$ cat config.mk
export PLATFORM = sky130hd
export DESIGN_NAME = read_parameter_register
export DESIGN_NICKNAME = d
export VERILOG_FILES = /design/src/rtl/read_parameter_register.v
export VERILOG_INCLUDE_DIRS = /design/src /design/src/pkg
export SDC_FILE = /design/constraint.sdc
export NUM_CORES = 1
export LEC_CHECK = 0
export BUFFER_PORTS_ARGS = -buffer_cell sky130_fd_sc_hd__buf_2
export CAP_MARGIN = 10
export CELL_PAD_IN_SITES_DETAIL_PLACEMENT = 2
export CELL_PAD_IN_SITES_GLOBAL_PLACEMENT = 2
export CORE_MARGIN = 3
export CORE_UTILIZATION = 32
export CTS_CLUSTER_SIZE = 30
export DETAILED_ROUTE_END_ITERATION = 10
export GPL_ROUTABILITY_DRIVEN = 0
export PLACE_DENSITY = 0.87
export SETUP_SLACK_MARGIN = 0.5
export SYNTH_ARGS = -nofsm -noshare
export SYNTH_HDL_FRONTEND = slang
export SYNTH_SLANG_ARGS = --single-unit
$ cat constraint.sdc
create_clock -name clk_sys -period 2.3 [get_ports clk_sys]
set_input_delay 0.23 -clock clk_sys [delete_from_list [all_inputs] [get_ports clk_sys]]
set_output_delay 0.23 -clock clk_sys [all_outputs]
set_load 0.05 [all_outputs]
$ cat src/pkg/read_param_defines.vh
/*
  Constants for the read parameter register block: instruction codes,
  field positions, reset values and default dummy counts.
  Assumes inclusion by bare name from the rtl files.
*/
`ifndef READ_PARAM_DEFINES_VH
`define READ_PARAM_DEFINES_VH

// ==========================================================
// Register layout
`define RP_RESET_VALUE 8'h00
`define RP_PIN_SEL_BIT 7
`define RP_DUMMY_MSB 6
`define RP_DUMMY_LSB 3
`define RP_WRAP_EN_BIT 2
`define RP_BURST_HIGH_BIT 1
`define RP_BURST_LOW_BIT 0

// ==========================================================
// Instruction codes
`define CMD_SET_RP_PERSISTENT 8'h65
`define CMD_SET_RP_TEMP_A 8'hC0
`define CMD_SET_RP_TEMP_B 8'h63
`define CMD_FAST_READ 8'h0B
`define CMD_FAST_READ_DDR 8'h0D
`define CMD_DUAL_OUT_READ 8'h3B
`define CMD_DUAL_IO_READ 8'hBB
`define CMD_DUAL_IO_READ_DDR 8'hBD
`define CMD_QUAD_OUT_READ 8'h6B
`define CMD_QUAD_IO_READ 8'hEB
`define CMD_QUAD_IO_READ_DDR 8'hED

// ==========================================================
// Frame lengths and default dummy counts
`define WRITE_FRAME_BITS 5'd16
`define OPCODE_BITS 5'd8
`define DUMMY_DEF_SERIAL 4'd8
`define DUMMY_DEF_QPI 4'd6
`define DUMMY_DEF_QUAD_IO 4'd6
`define DUMMY_DEF_DUAL_IO 4'd4
`define DUMMY_DEF_OUTPUT 4'd8

`endif

$ cat src/rtl/read_parameter_register.v
/*
  Read parameter register of a serial flash: persistent and temporary
  copies, written by the set-read-parameters instructions seen on the
  serial pins, and decoded into pin function, dummy count and wrap.
  Assumes the serial pins arrive asynchronous to clk_sys and that the
  serial clock runs well below a quarter of the clk_sys rate.
*/
`timescale 1ns/10ps
`default_nettype none
`include "read_param_defines.vh"

module read_parameter_register
(
  // System
  input wire clk_sys,
  input wire rst_n,
  // Power state and straps
  input wire cold_start,
  input wire dedicated_reset_variant,
  input wire quad_lane_enable,
  input wire qpi_mode,
  // Serial pins, input halves only
  input wire sck,
  input wire cs_n,
  input wire [3:0] io_in,
  // Register contents
  output reg [7:0] read_option_reg,
  output reg [7:0] read_option_persistent,
  // Shared pin function
  output reg shared_pin_is_hold,
  output reg shared_pin_is_reset,
  output reg shared_pin_is_data,
  // Settings of the frame in progress
  output reg [7:0] frame_opcode,
  output reg frame_opcode_valid,
  output reg frame_is_read,
  output reg [3:0] frame_dummy_cycles,
  output reg frame_wrap_enable,
  output reg [6:0] frame_burst_bytes,
  // Pulse when a set instruction completes
  output reg write_done
);

  // ==========================================================
  // Synchronisers and edge detect
  reg [1:0] sck_sync;
  reg [1:0] cs_sync;
  reg [3:0] io_meta;
  reg [3:0] io_sync;
  reg sck_prev;
  reg cs_prev;
  reg strap_seen;
  reg dedicated_reset;
  reg [1:0] strap_sync;
  wire sck_rise;
  wire frame_start;
  wire frame_end;

  always @(posedge clk_sys)
  begin
    if (!rst_n)
    begin
      sck_sync <= 2'b00;
      cs_sync <= 2'b11;
      io_meta <= 4'h0;
      io_sync <= 4'h0;
      sck_prev <= 1'b0;
      cs_prev <= 1'b1;
    end
    else
    begin
      sck_sync <= {sck_sync[0], sck};
      cs_sync <= {cs_sync[0], cs_n};
      io_meta <= io_in;
      io_sync <= io_meta;
      sck_prev <= sck_sync[1];
      cs_prev <= cs_sync[1];
    end
  end

  assign sck_rise = sck_sync[1] & ~sck_prev & ~cs_sync[1];
  assign frame_start = cs_prev & ~cs_sync[1];
  assign frame_end = ~cs_prev & cs_sync[1];

  // Strap pin synchronised without reset so it has settled by release
  always @(posedge clk_sys)
  begin
    strap_sync <= {strap_sync[0], dedicated_reset_variant};
  end

  // Strap caught once after reset release, never under reset itself
  always @(posedge clk_sys)
  begin
    if (!rst_n)
    begin
      strap_seen <= 1'b0;
      dedicated_reset <= 1'b0;
    end
    else if (!strap_seen)
    begin
      strap_seen <= 1'b1;
      dedicated_reset <= strap_sync[1];
    end
  end

  // ==========================================================
  // Frame shifter: opcode then one data byte
  reg [15:0] shift;
  reg [4:0] bit_count;
  reg overrun;
  reg [4:0] next_bit_count;
  reg [15:0] next_shift;

  always @*
  begin
    if (qpi_mode)
    begin
      next_shift = {shift[11:0], io_sync};
      next_bit_count = bit_count + 5'd4;
    end
    else
    begin
      next_shift = {shift[14:0], io_sync[0]};
      next_bit_count = bit_count + 5'd1;
    end
  end

  always @(posedge clk_sys)
  begin
    if (!rst_n)
    begin
      shift <= 16'h0000;
      bit_count <= 5'd0;
      overrun <= 1'b0;
    end
    else if (frame_start)
    begin
      shift <= 16'h0000;
      bit_count <= 5'd0;
      overrun <= 1'b0;
    end
    else if (sck_rise)
    begin
      shift <= next_shift;
      if (bit_count >= `WRITE_FRAME_BITS)
        overrun <= 1'b1;
      else
        bit_count <= next_bit_count;
    end
  end

  // ==========================================================
  // Register copies
  wire opcode_done;
  wire is_persistent_write;
  wire is_temp_write;
  wire write_ok;
  reg loaded;

  assign opcode_done = sck_rise & (next_bit_count == `OPCODE_BITS);
  assign is_persistent_write = shift[15:8] == `CMD_SET_RP_PERSISTENT;
  assign is_temp_write = (shift[15:8] == `CMD_SET_RP_TEMP_A) |
                         (shift[15:8] == `CMD_SET_RP_TEMP_B);
  // Whole byte only; a short or long frame is dropped as a unit
  assign write_ok = frame_end & ~overrun &
                    (bit_count == `WRITE_FRAME_BITS);

  // Persistent copy survives warm resets; only cold start clears it
  always @(posedge clk_sys)
  begin
    if (!rst_n && cold_start)
      read_option_persistent <= `RP_RESET_VALUE;
    else if (rst_n && write_ok && is_persistent_write)
      read_option_persistent <= shift[7:0];
  end

  always @(posedge clk_sys)
  begin
    if (!rst_n)
    begin
      read_option_reg <= `RP_RESET_VALUE;
      loaded <= 1'b0;
      write_done <= 1'b0;
    end
    else
    begin
      write_done <= write_ok & (is_persistent_write | is_temp_write);
      if (!loaded)
      begin
        loaded <= 1'b1;
        read_option_reg <= read_option_persistent;
      end
      else if (write_ok && is_temp_write)
        read_option_reg <= shift[7:0];
    end
  end

  // ==========================================================
  // Shared pin function, from the temporary copy
  always @(posedge clk_sys)
  begin
    if (!rst_n)
    begin
      shared_pin_is_hold <= 1'b1;
      shared_pin_is_reset <= 1'b0;
      shared_pin_is_data <= 1'b0;
    end
    else
    begin
      shared_pin_is_data <= quad_lane_enable;
      shared_pin_is_hold <= ~quad_lane_enable &
        (dedicated_reset | ~read_option_reg[`RP_PIN_SEL_BIT]);
      shared_pin_is_reset <= ~quad_lane_enable & ~dedicated_reset &
        read_option_reg[`RP_PIN_SEL_BIT];
    end
  end

  // ==========================================================
  // Per-frame read settings, frozen at frame start
  reg [7:0] held_option;
  reg [3:0] next_default;
  reg next_is_read;
  wire [7:0] opcode_now;
  wire [3:0] field_dummy;

  assign opcode_now = next_shift[7:0];
  assign field_dummy = held_option[`RP_DUMMY_MSB:`RP_DUMMY_LSB];

  always @*
  begin
    next_is_read = 1'b1;
    next_default = `DUMMY_DEF_SERIAL;
    case (opcode_now)
      `CMD_FAST_READ, `CMD_FAST_READ_DDR:
        next_default = qpi_mode ? `DUMMY_DEF_QPI
                                : `DUMMY_DEF_SERIAL;
      `CMD_DUAL_OUT_READ, `CMD_QUAD_OUT_READ:
        next_default = `DUMMY_DEF_OUTPUT;
      `CMD_DUAL_IO_READ, `CMD_DUAL_IO_READ_DDR:
        next_default = `DUMMY_DEF_DUAL_IO;
      `CMD_QUAD_IO_READ, `CMD_QUAD_IO_READ_DDR:
        next_default = `DUMMY_DEF_QUAD_IO;
      default:
        next_is_read = 1'b0;
    endcase
  end

  always @(posedge clk_sys)
  begin
    if (!rst_n)
    begin
      held_option <= `RP_RESET_VALUE;
      frame_opcode <= 8'h00;
      frame_opcode_valid <= 1'b0;
      frame_is_read <= 1'b0;
      frame_dummy_cycles <= 4'h0;
      frame_wrap_enable <= 1'b0;
      frame_burst_bytes <= 7'd8;
    end
    else if (frame_start)
    begin
      // A write landing mid-read waits for the next frame
      held_option <= read_option_reg;
      frame_opcode_valid <= 1'b0;
      frame_is_read <= 1'b0;
      frame_wrap_enable <= read_option_reg[`RP_WRAP_EN_BIT];
      case (read_option_reg[`RP_BURST_HIGH_BIT:`RP_BURST_LOW_BIT])
        2'b00: frame_burst_bytes <= 7'd8;
        2'b01: frame_burst_bytes <= 7'd16;
        2'b10: frame_burst_bytes <= 7'd32;
        default: frame_burst_bytes <= 7'd64;
      endcase
    end
    else if (opcode_done)
    begin
      frame_opcode <= opcode_now;
      frame_opcode_valid <= 1'b1;
      frame_is_read <= next_is_read;
      if (field_dummy == 4'h0)
        frame_dummy_cycles <= next_default;
      else
        frame_dummy_cycles <= field_dummy;
    end
  end

endmodule
`default_nettype wire

==> results of run 1 <==
where the power goes:
part,internal (mW),switching [mW],leakage [nW]
logic,0.0651,0.128,0.901
clock network,0.443,0.594,0.0958
registers,1.46,0.0281,0.681
total,1.97,0.750,1.68
synth_stat cells (2+ instances only):
library cell	n
xor2_1	3
a21o_1	3
nand2b_1	5
dfxtp_1	83
o211ai_1	2
nand2_1	27
a211oi_1	12
inv_1	8
mux2_2	3
o21a_1	8
buf_1	2
nand3_1	6
xnor2_1	6
and2_1	16
o221a_2	8
nor2b_1	11
nor4_1	2
a31oi_1	7
mux2i_1	31
a21boi_0	9
a21oi_1	10
nand3b_1	3
buf_2	5
nand4_1	2
clkbuf_1	15
o21ai_0	6
and3_1	2
buf_4	3
ha_1	4
nor2_1	32
buf_6	2
nor3b_1	3
nor3_1	5
layer usage:
| layer | share of wire, % | wire (microns) | GRT usage (%) | up-vias |
|---|---|---|---|---|
| li1 | - | - | - | 1377 |
| met1 | 42 | 4494 | 19.81 | 1446 |
| met2 | 53 | 5720 | 32.77 | 54 |
| met3 | 2.6 | 283 | 2.893 | 19 |
| met4 | 1.8 | 197 | 6.240 | 0 |
| met5 | 0 | 0 | 0 | - |
worst paths after layout:
kind	endpoint	slack, ns	cells after the start
setup / recovery	frame_opcode[4]	0.13	7
hold reg to reg	strap_sync[1]	0.34	0
setup reg to reg	frame_opcode[4]	0.13	7
hold / removal	io_meta[2]	0.07	2
per-stage QoR:
step	hold WS (ns)	util (%)	power [mW]	worst slack [ns]	cell area (sq um)
finish	0.07397	40.39	2.720	0.1326	4244
global route	0.06221	40.39	2.842	0.02536	4244
CTS	0.06345	39.80	2.748	0.1263	4183
detailed placement	0.3178	37.27	1.713	0.1457	3916
global placement	0.3169	37.27	1.704	0.2589	3916
floorplan	0.2577	-	1.656	0.1615	3545
layout by cell type (no fill, tap or decap), types with 8 or more instances in the layout:
cell,synthesis,layout
nor2_1,32,32
buf_4,3,14
o221a_2,8,8
dfxtp_2,0,9
a21boi_0,9,8
clkbuf_8,0,10
a211oi_1,12,12
and2_1,16,17
buf_2,5,50
nand2_1,27,25
a21oi_1,10,10
dfxtp_1,83,71
o21a_1,8,8
mux2i_1,31,29
nor2b_1,11,10
critical path, cell delays in order (launching register included):
cell and delay (ns):
dfxtp_4 0.39, ha_4 0.16, or2_1 0.23, or4_4 0.46
a221oi_4 0.32, buf_12 0.19, mux2i_2 0.22, and2_1 0.15
what timing repair did:
item | 4_1_cts | 5_1_grt
buffers inserted | 3 | 4
setup endpoints to repair | 29 | 30
resized for setup | 14 | 11
hold endpoints to repair | 1 | 0
hold buffers | 1 | 0
pin swaps | 3 | 6
final cells by class:
| cell class | count | area share, % |
|---|---|---|
| Clock buffer | 10 | 3.243 |
| Clock inverter | 6 | 1.268 |
| Inverter | 9 | 0.7960 |
| Multi-Input combinational cell | 248 | 41.45 |
| Sequential cell | 83 | 39.68 |
| Tap cell | 136 | 4.009 |
| Timing Repair Buffer | 67 | 9.552 |
kinds of logic (layout without fill, tap and decap cells):
| group | count (synthesis) | after routing | share of synthesized area, % |
|---|---|---|---|
| AND/OR/NAND/NOR | 127 | 127 | 19.15 |
| flip-flops | 83 | 83 | 47.26 |
| AO/OA/AOI/OAI | 71 | 71 | 15.27 |
| buffers and inverters | 36 | 92 | 4.768 |
| multiplexers | 34 | 34 | 9.786 |
| XOR/XNOR | 9 | 9 | 2.242 |
| adder cells (fa/ha/maj) | 4 | 4 | 1.424 |
| other | 1 | 3 | 0.1067 |
==> results.cfg, run 1 <==
[clocking]
cts_made_buffers = 9
clk_pin_slew_worst_paths_ns = 0.10
cts_buffer_depth = 2
cts_tree = yes
clk_latency_ns = 0.36
cts_root_buf = clkbuf_8
ctsHtreeMaxLevel = 3
cts.sinks = 83

[floorplan]
fp.coreArea_sq_um = 10510
die_area_sq_um = 12280
die_w_microns = 110.8
row_count = 37
initial_core_util_pct = 33.46
ioPinCount = 54
fp.dieH_microns = 110.8

[layout]
antennaDiodeCount = 0
multiInputGateArea_sq_um = 1759
fillers = 1152
regMostFlops = shift
instances_no_fill = 559
largest_reg_flops = 16
register_area_sq_um = 1684
syn_to_final_growth_pct = 20.71
drive_gt1_share_pct = 29.08
nNetsFinal = 434

[sta]
slew_viol_final = 0
tns_ns = 0
min_period_over_period_pct = 94.24
worstMarginPinSlew_ns = 0.6848
rsz0062_at_grt = true
period_minus_slack_ns = 2.167
finalSetupViolations = 0
max_freq_ghz = 0.4614
finalHoldViolCount = 0
skew_ns = 0.01435
relSlewSlack_pct = 54.25

[detailed_routing]
drtIter0Drc = 82
drc = 0
wl_per_cell_microns = 19.13
num_vias = 2896
drt_pass1_iterations = 4
vias_per_cell = 5.181
ant_nets = 0
drt-total-wl_microns = 10700

[global_routing]
grt_pass1_wl_microns = 17370
grtUsageTotal_pct = 17.49
grt_max_degree = 31
grt_pass1_vias = 3308
antenna_found_initial = 0
grt_overflow_total = 0

[synthesis]
ys_seq_elements = 83
synth_edf_count = 0
synth_top_area_share_pct = 47.26
yosys.area.top_type = dfxtp_1
ys_warn_count = 0
yosys-top-cells-area = dfxtp_1 (47%), mux2i_1 (8.8%), nor2_1 (3.4%)
synthFlopType = dfxtp_1
syn_avg_cell_area_sq_um = 9.633
synthCells = 365
syn-cell-area_sq_um = 3516
ys_seq_area_share_pct = 47.26
yosysUniqueCellTypes = 54
ys_async_sr_fraction_pct = 0

[worst_setup_path]
cp-start-kind = register
rr_startpoint = bit_count[0]
startpoint = bit_count[0]
cp-end-kind = register
crit_arrival_ns = 2.48
worstPathRequired_ns = 2.61
cp_max_fo = 14
critPathKind = register to register

[place]
placed_cells = 535
portBuffers = 50
hpwl_microns = 7282

[job]
drv_cap = 0

[power]
leakagePower_nw = 1.678
cellPowerDensity_nw_per_um2 = 640.9
irDropWorstVdd_uv = 311.7

[outcome]
outcome = complete, no violations

[hold_path]
hp-start = io_in[2]
min_path_type = input pin to register
(Power assumes the default switching activity.)
==> run 2, diff against run 1 <==
Settings changed: CELL_PAD_IN_SITES_DETAIL_PLACEMENT 2 to unset, CELL_PAD_IN_SITES_GLOBAL_PLACEMENT 2 to unset, CORE_UTILIZATION 32 to 44, HOLD_SLACK_MARGIN set to 0.08, PLACE_DENSITY 0.87 to 0.78, TNS_END_PERCENT set to 1.
==> run 2 against run 1 <==
Non-clock buffer count unchanged. Setup slack worse by 0.0080 ns. Critical path depth did not move. Via count is 4.7% lower. Critical path type unchanged. Largest cell class unchanged. Highest routed layer unchanged.
==> results.cfg, run 2 (synthesis results as in run 1) <==
[outcome]
outcome = complete, no violations

[layout]
layout_commonest_cell = dfxtp_1
nNetsFinal = 434
largest_reg_flops = 16
drive_gt1_share_pct = 22.93
postLayoutCellArea_sq_um = 4141
regMostFlops = shift
final_cell_mix = dfxtp_1 (82), buf_2 (50), nor2_1 (32)
antennaDiodeCount = 0
fillers = 657
syn_to_final_growth_pct = 17.79

[sta]
finalSetupViolations = 0
relSlewSlack_pct = 57.28
tns_ns = 0
worstMarginPinSlew_ns = 0.6395
min_period_over_period_pct = 94.58
max_freq_ghz = 0.4597
skew_ns = 0.01029
hold_slack_ns = 0.09373
finalHoldViolCount = 0
period_minus_slack_ns = 2.175
slew_viol_final = 0
rsz0062_at_grt = true

[global_routing]
grt_max_degree = 35
antenna_found_initial = 0
grt_pass1_wl_microns = 12880
grt_overflow_total = 0
grtUsageTotal_pct = 18.29
grt_pass1_vias = 2619

[detailed_routing]
drt_pass1_iterations = 4
num_vias = 2761
dr_wl_met2_microns = 3645
drt-total-wl_microns = 7698
vias_per_cell = 5.289
wl_met1_microns = 3563
dr_wl_met3_microns = 325
ant_nets = 0
wl_per_cell_microns = 14.75
drc = 0
dr.max_layer_used = met4
drtIter0Drc = 182

[place]
hpwl_microns = 5207
portBuffers = 50
placed_cell_area_sq_um = 3850

[hold_path]
min_path_type = input pin to register
hp-start = quad_lane_enable
min_path_cells = 2
hold_end = shared_pin_is_hold

[floorplan]
fp.coreArea_sq_um = 7486
ioPinCount = 54
die_area_sq_um = 9099
initial_core_util_pct = 46.97
fp.dieH_microns = 95.39
die_w_microns = 95.39
row_count = 31

[worst_setup_path]
cp-end-kind = register
r2r_slack_ns = 0.12
critPathKind = register to register
crit_arrival_ns = 2.47
rr_startpoint = bit_count[0]
r2r_end = frame_opcode[4]
r2r_cells = 7
worstPathRequired_ns = 2.59
cp-start-kind = register
cp_max_fo = 11

[clocking]
post_cts_resized = 0
clk_pin_slew_worst_paths_ns = 0.08
cts_buffer_depth = 2
ctsHtreeMaxLevel = 3
cts_root_buf = clkbuf_8
cts.sinks = 83
cts_made_buffers = 9
clk_latency_ns = 0.36
cts_tree = yes

[job]
drv_cap = 0

[power]
p_clk_share_pct = 39.7
irDropWorstVdd_uv = 571.8
seq_power_share_pct = 53.4
power_frac_comb_pct = 6.9
switchingPower_mw = 0.6567
p_int_mw = 2.127
p_total_mw = 2.783
cellPowerDensity_nw_per_um2 = 672.1
leakagePower_nw = 1.665
p_sw_share_pct = 23.59
==> run 2: final cells by class <==
| type | count | area, sq um | area share (%) |
|---|---|---|---|
| Tap cell | 99 | 123.9 | 2.991 |
| Timing Repair Buffer | 67 | 407.9 | 9.849 |
| Clock buffer | 13 | 168.9 | 4.079 |
| Sequential cell | 83 | 1663 | 40.15 |
| Multi-Input combinational cell | 248 | 1699 | 41.03 |
| Inverter | 9 | 33.78 | 0.8157 |
| Clock inverter | 3 | 45.04 | 1.088 |
==> run 2: what timing repair did <==
item	4_1_cts	5_1_grt
hold endpoints to repair	7	0
setup buffers	1	0
endpoints found under the setup margin	28	29
hold buffers	7	0
==> run 2: worst max path at each step <==
stage	from	end	cells past startpoint
final	bit_count[0]	frame_opcode[4]	7
after global routing	bit_count[0]	frame_opcode[4]	7
after CTS	bit_count[0]	frame_opcode[4]	7
after detailed placement	bit_count[0]	frame_opcode[4]	7
after global placement	bit_count[0]	frame_opcode[4]	7
after floorplan	bit_count[0]	frame_opcode[6]	7
==> run 2: per-layer routing <==
metal  vias to the layer above  GRT usage, %
li1                       1375             -
met1                      1311         24.20
met2                        61         29.33
met3                        14         2.526
met4                         0         8.886
met5                         -             0
==> run 2: worst max-delay path: stages (launching register included) <==
cell and delay, ns:
dfxtp_2 0.36, ha_1 0.21, or2_1 0.24, or4_4 0.44
a221oi_4 0.33, buf_12 0.18, mux2i_1 0.20, and2_1 0.16
==> run 2: stage by stage <==
stage,cells,setup WS [ns],utilization [%]
detailed placement,498,0.1170,51.43
floorplan,367,0.1375,-
global route,522,0.01659,55.32
global placement,498,0.2336,51.43
CTS,522,0.1073,55.32
finish,522,0.1246,55.32
==> run 2: power groups by stage <==
stage | combinational [mW] | clock [mW] | sequential, mW
2_1_floorplan | 0.107 | 0 | 1.55
3_3_place_gp | 0.180 | 0 | 1.52
3_5_place_dp | 0.183 | 0 | 1.52
4_1_cts | 0.193 | 1.13 | 1.49
5_1_grt | 0.210 | 1.18 | 1.49
6_report | 0.193 | 1.10 | 1.49
==> run 3, diff against run 2 <==
Settings changed: BUFFER_PORTS_ARGS -buffer_cell sky130_fd_sc_hd__buf_2 to unset, DONT_BUFFER_PORTS set to 1, PLACE_DENSITY 0.78 to 0.72.
==> run 3 against run 2 <==
Combinational power down 37%. Via count down 8.5%. First-iteration DRC count down 36%. Design area down 6.0%. Cell count down 10%. Non-clock buffer count down 52. Setup slack better by 0.059 ns. Total power up 0.15%. Clock skew down 0.0050 ns. Clock power up 4%.
==> results.cfg, run 3 (synthesis results as in run 1) <==
[power]
leakagePower_nw = 1.409
irDropWorstVdd_uv = 451.8
p_total_mw = 2.788
cellPowerDensity_nw_per_um2 = 715.9

[floorplan]
initial_core_util_pct = 46.97
die_area_sq_um = 9099
ioPinCount = 54
row_count = 31
die_w_microns = 95.39
fp.coreArea_sq_um = 7486
fp.dieH_microns = 95.39

[detailed_routing]
vias_per_cell = 5.372
drc = 0
wl_per_cell_microns = 15.65
drt-total-wl_microns = 7356
num_vias = 2525
ant_nets = 0
drtIter0Drc = 116
drt_pass1_iterations = 4

[global_routing]
grt_max_degree = 42
grt_overflow_total = 0
grt_pass1_wl_microns = 12430
antenna_found_initial = 0
grtUsageTotal_pct = 17.70
grt_pass1_vias = 2418

[worst_setup_path]
startpoint = bit_count[0]
path_cells = ha_1 > or2_1 > or4_4 > a221oi_4 > buf_12 > mux2i_1 > nor2b_1
cp-start-kind = register
cp-endpoint = frame_opcode[3]
rr_startpoint = bit_count[0]
cp-end-kind = register
worstPathRequired_ns = 2.54
crit_arrival_ns = 2.36
max_stage_delay_ns = 0.44
cp_max_fo = 15
critPathKind = register to register
r2r_cells = 7
r2r_end = frame_opcode[3]
r2r_slack_ns = 0.18
critical-path-slowest-cell = or4_4

[job]
drv_cap = 0

[layout]
layout_commonest_cell = dfxtp_1
drive_gt1_share_pct = 11.86
final_cell_mix = dfxtp_1 (82), nor2_1 (32), mux2i_1 (31)
antennaDiodeCount = 0
largest_reg_flops = 16
syn_to_final_growth_pct = 10.75
regMostFlops = shift
nNetsFinal = 382
fin_util_pct = 52.01

[clocking]
ctsHtreeMaxLevel = 3
cts.sinks = 83
post_cts_resized = 0
cts_tree = yes
cts_root_buf = clkbuf_8
cts_buffer_depth = 2
cts_made_buffers = 9
clk_latency_ns = 0.35
cts_setup_buffers = 0
clk_pin_slew_worst_paths_ns = 0.08

[sta]
relSlewSlack_pct = 56.05
finalSetupViolations = 0
slew_viol_final = 0
worstMarginPinSlew_ns = 0.6580
skew_ns = 0.005300
rsz0062_at_grt = true
finalHoldViolCount = 0
period_minus_slack_ns = 2.117
max_freq_ghz = 0.4724
min_period_over_period_pct = 92.03
tns_ns = 0
hold_slack_ns = 0.09060

[place]
hpwl_microns = 4961
portBuffers = 0

[outcome]
outcome = complete, no violations

[hold_path]
min_path_type = input pin to register
## run 3: stage by stage
step	worst slack, ns	cell area, sq um	instances
after detailed placement	0.1778	3577	445
after global placement	0.2413	3577	445
after floorplan	0.1375	3525	367
after CTS	0.1588	3894	470
final	0.1833	3894	470
after global routing	0.02600	3894	470
## run 3: per-layer routing
| layer | vias up | share of wire, % | wire [microns] | global-route usage [%] |
|---|---|---|---|---|
| met5 | - | 0 | 0 | 0 |
| met4 | 0 | 2.0 | 150 | 7.701 |
| met3 | 11 | 5.1 | 375 | 4.262 |
| met2 | 50 | 47 | 3442 | 28.10 |
| met1 | 1191 | 46 | 3386 | 22.89 |
| li1 | 1273 | - | - | - |
## run 3: timing repair
action,4_1_cts,5_1_grt
gates cloned,0,0
endpoints found under the setup margin,20,29
hold buffers,9,0
endpoints found under the hold margin,42,0
## run 3: how the worst min path moves through the flow
stage	to	from	depth (start not counted)	slack, ns
2_1_floorplan	loaded	rst_n	0	0.26
4_1_cts	frame_dummy_cycles[3]	rst_n	2	0.08
5_1_grt	loaded	rst_n	1	0.08
6_report	loaded	rst_n	1	0.09
3_3_place_gp	strap_sync[0]	dedicated_reset_variant	0	0.26
3_5_place_dp	strap_sync[0]	dedicated_reset_variant	0	0.26
## run 3: layout make-up
| cell class | instances | area, sq um |
|---|---|---|
| fillers | 680 | 3592 |
| multi-input cells | 248 | 1699 |
| repair buffers | 15 | 157.7 |
| inverters | 9 | 33.78 |
| flip-flops and latches | 83 | 1663 |
| well taps | 99 | 123.9 |
| clock inverters | 6 | 88.84 |
| clock buffers | 10 | 127.6 |
## run 3: report_power, final
group / internal (mW) / switching, mW / leakage (nW) / total, mW
registers: 1.46 / 0.0635 / 0.676 / 1.53
logic: 0.0589 / 0.0626 / 0.630 / 0.122
clock network: 0.614 / 0.524 / 0.103 / 1.14
## run 3: worst max-delay path: cells and delay by family (launching register included)
kind,cells,cell delay [ns]
muxes,1,0.19
adders and majority gates,1,0.21
and+or+nand+nor,3,0.75
buffers and inverters,1,0.19
AOI/OAI and AO/OA,1,0.32
DFF,1,0.36
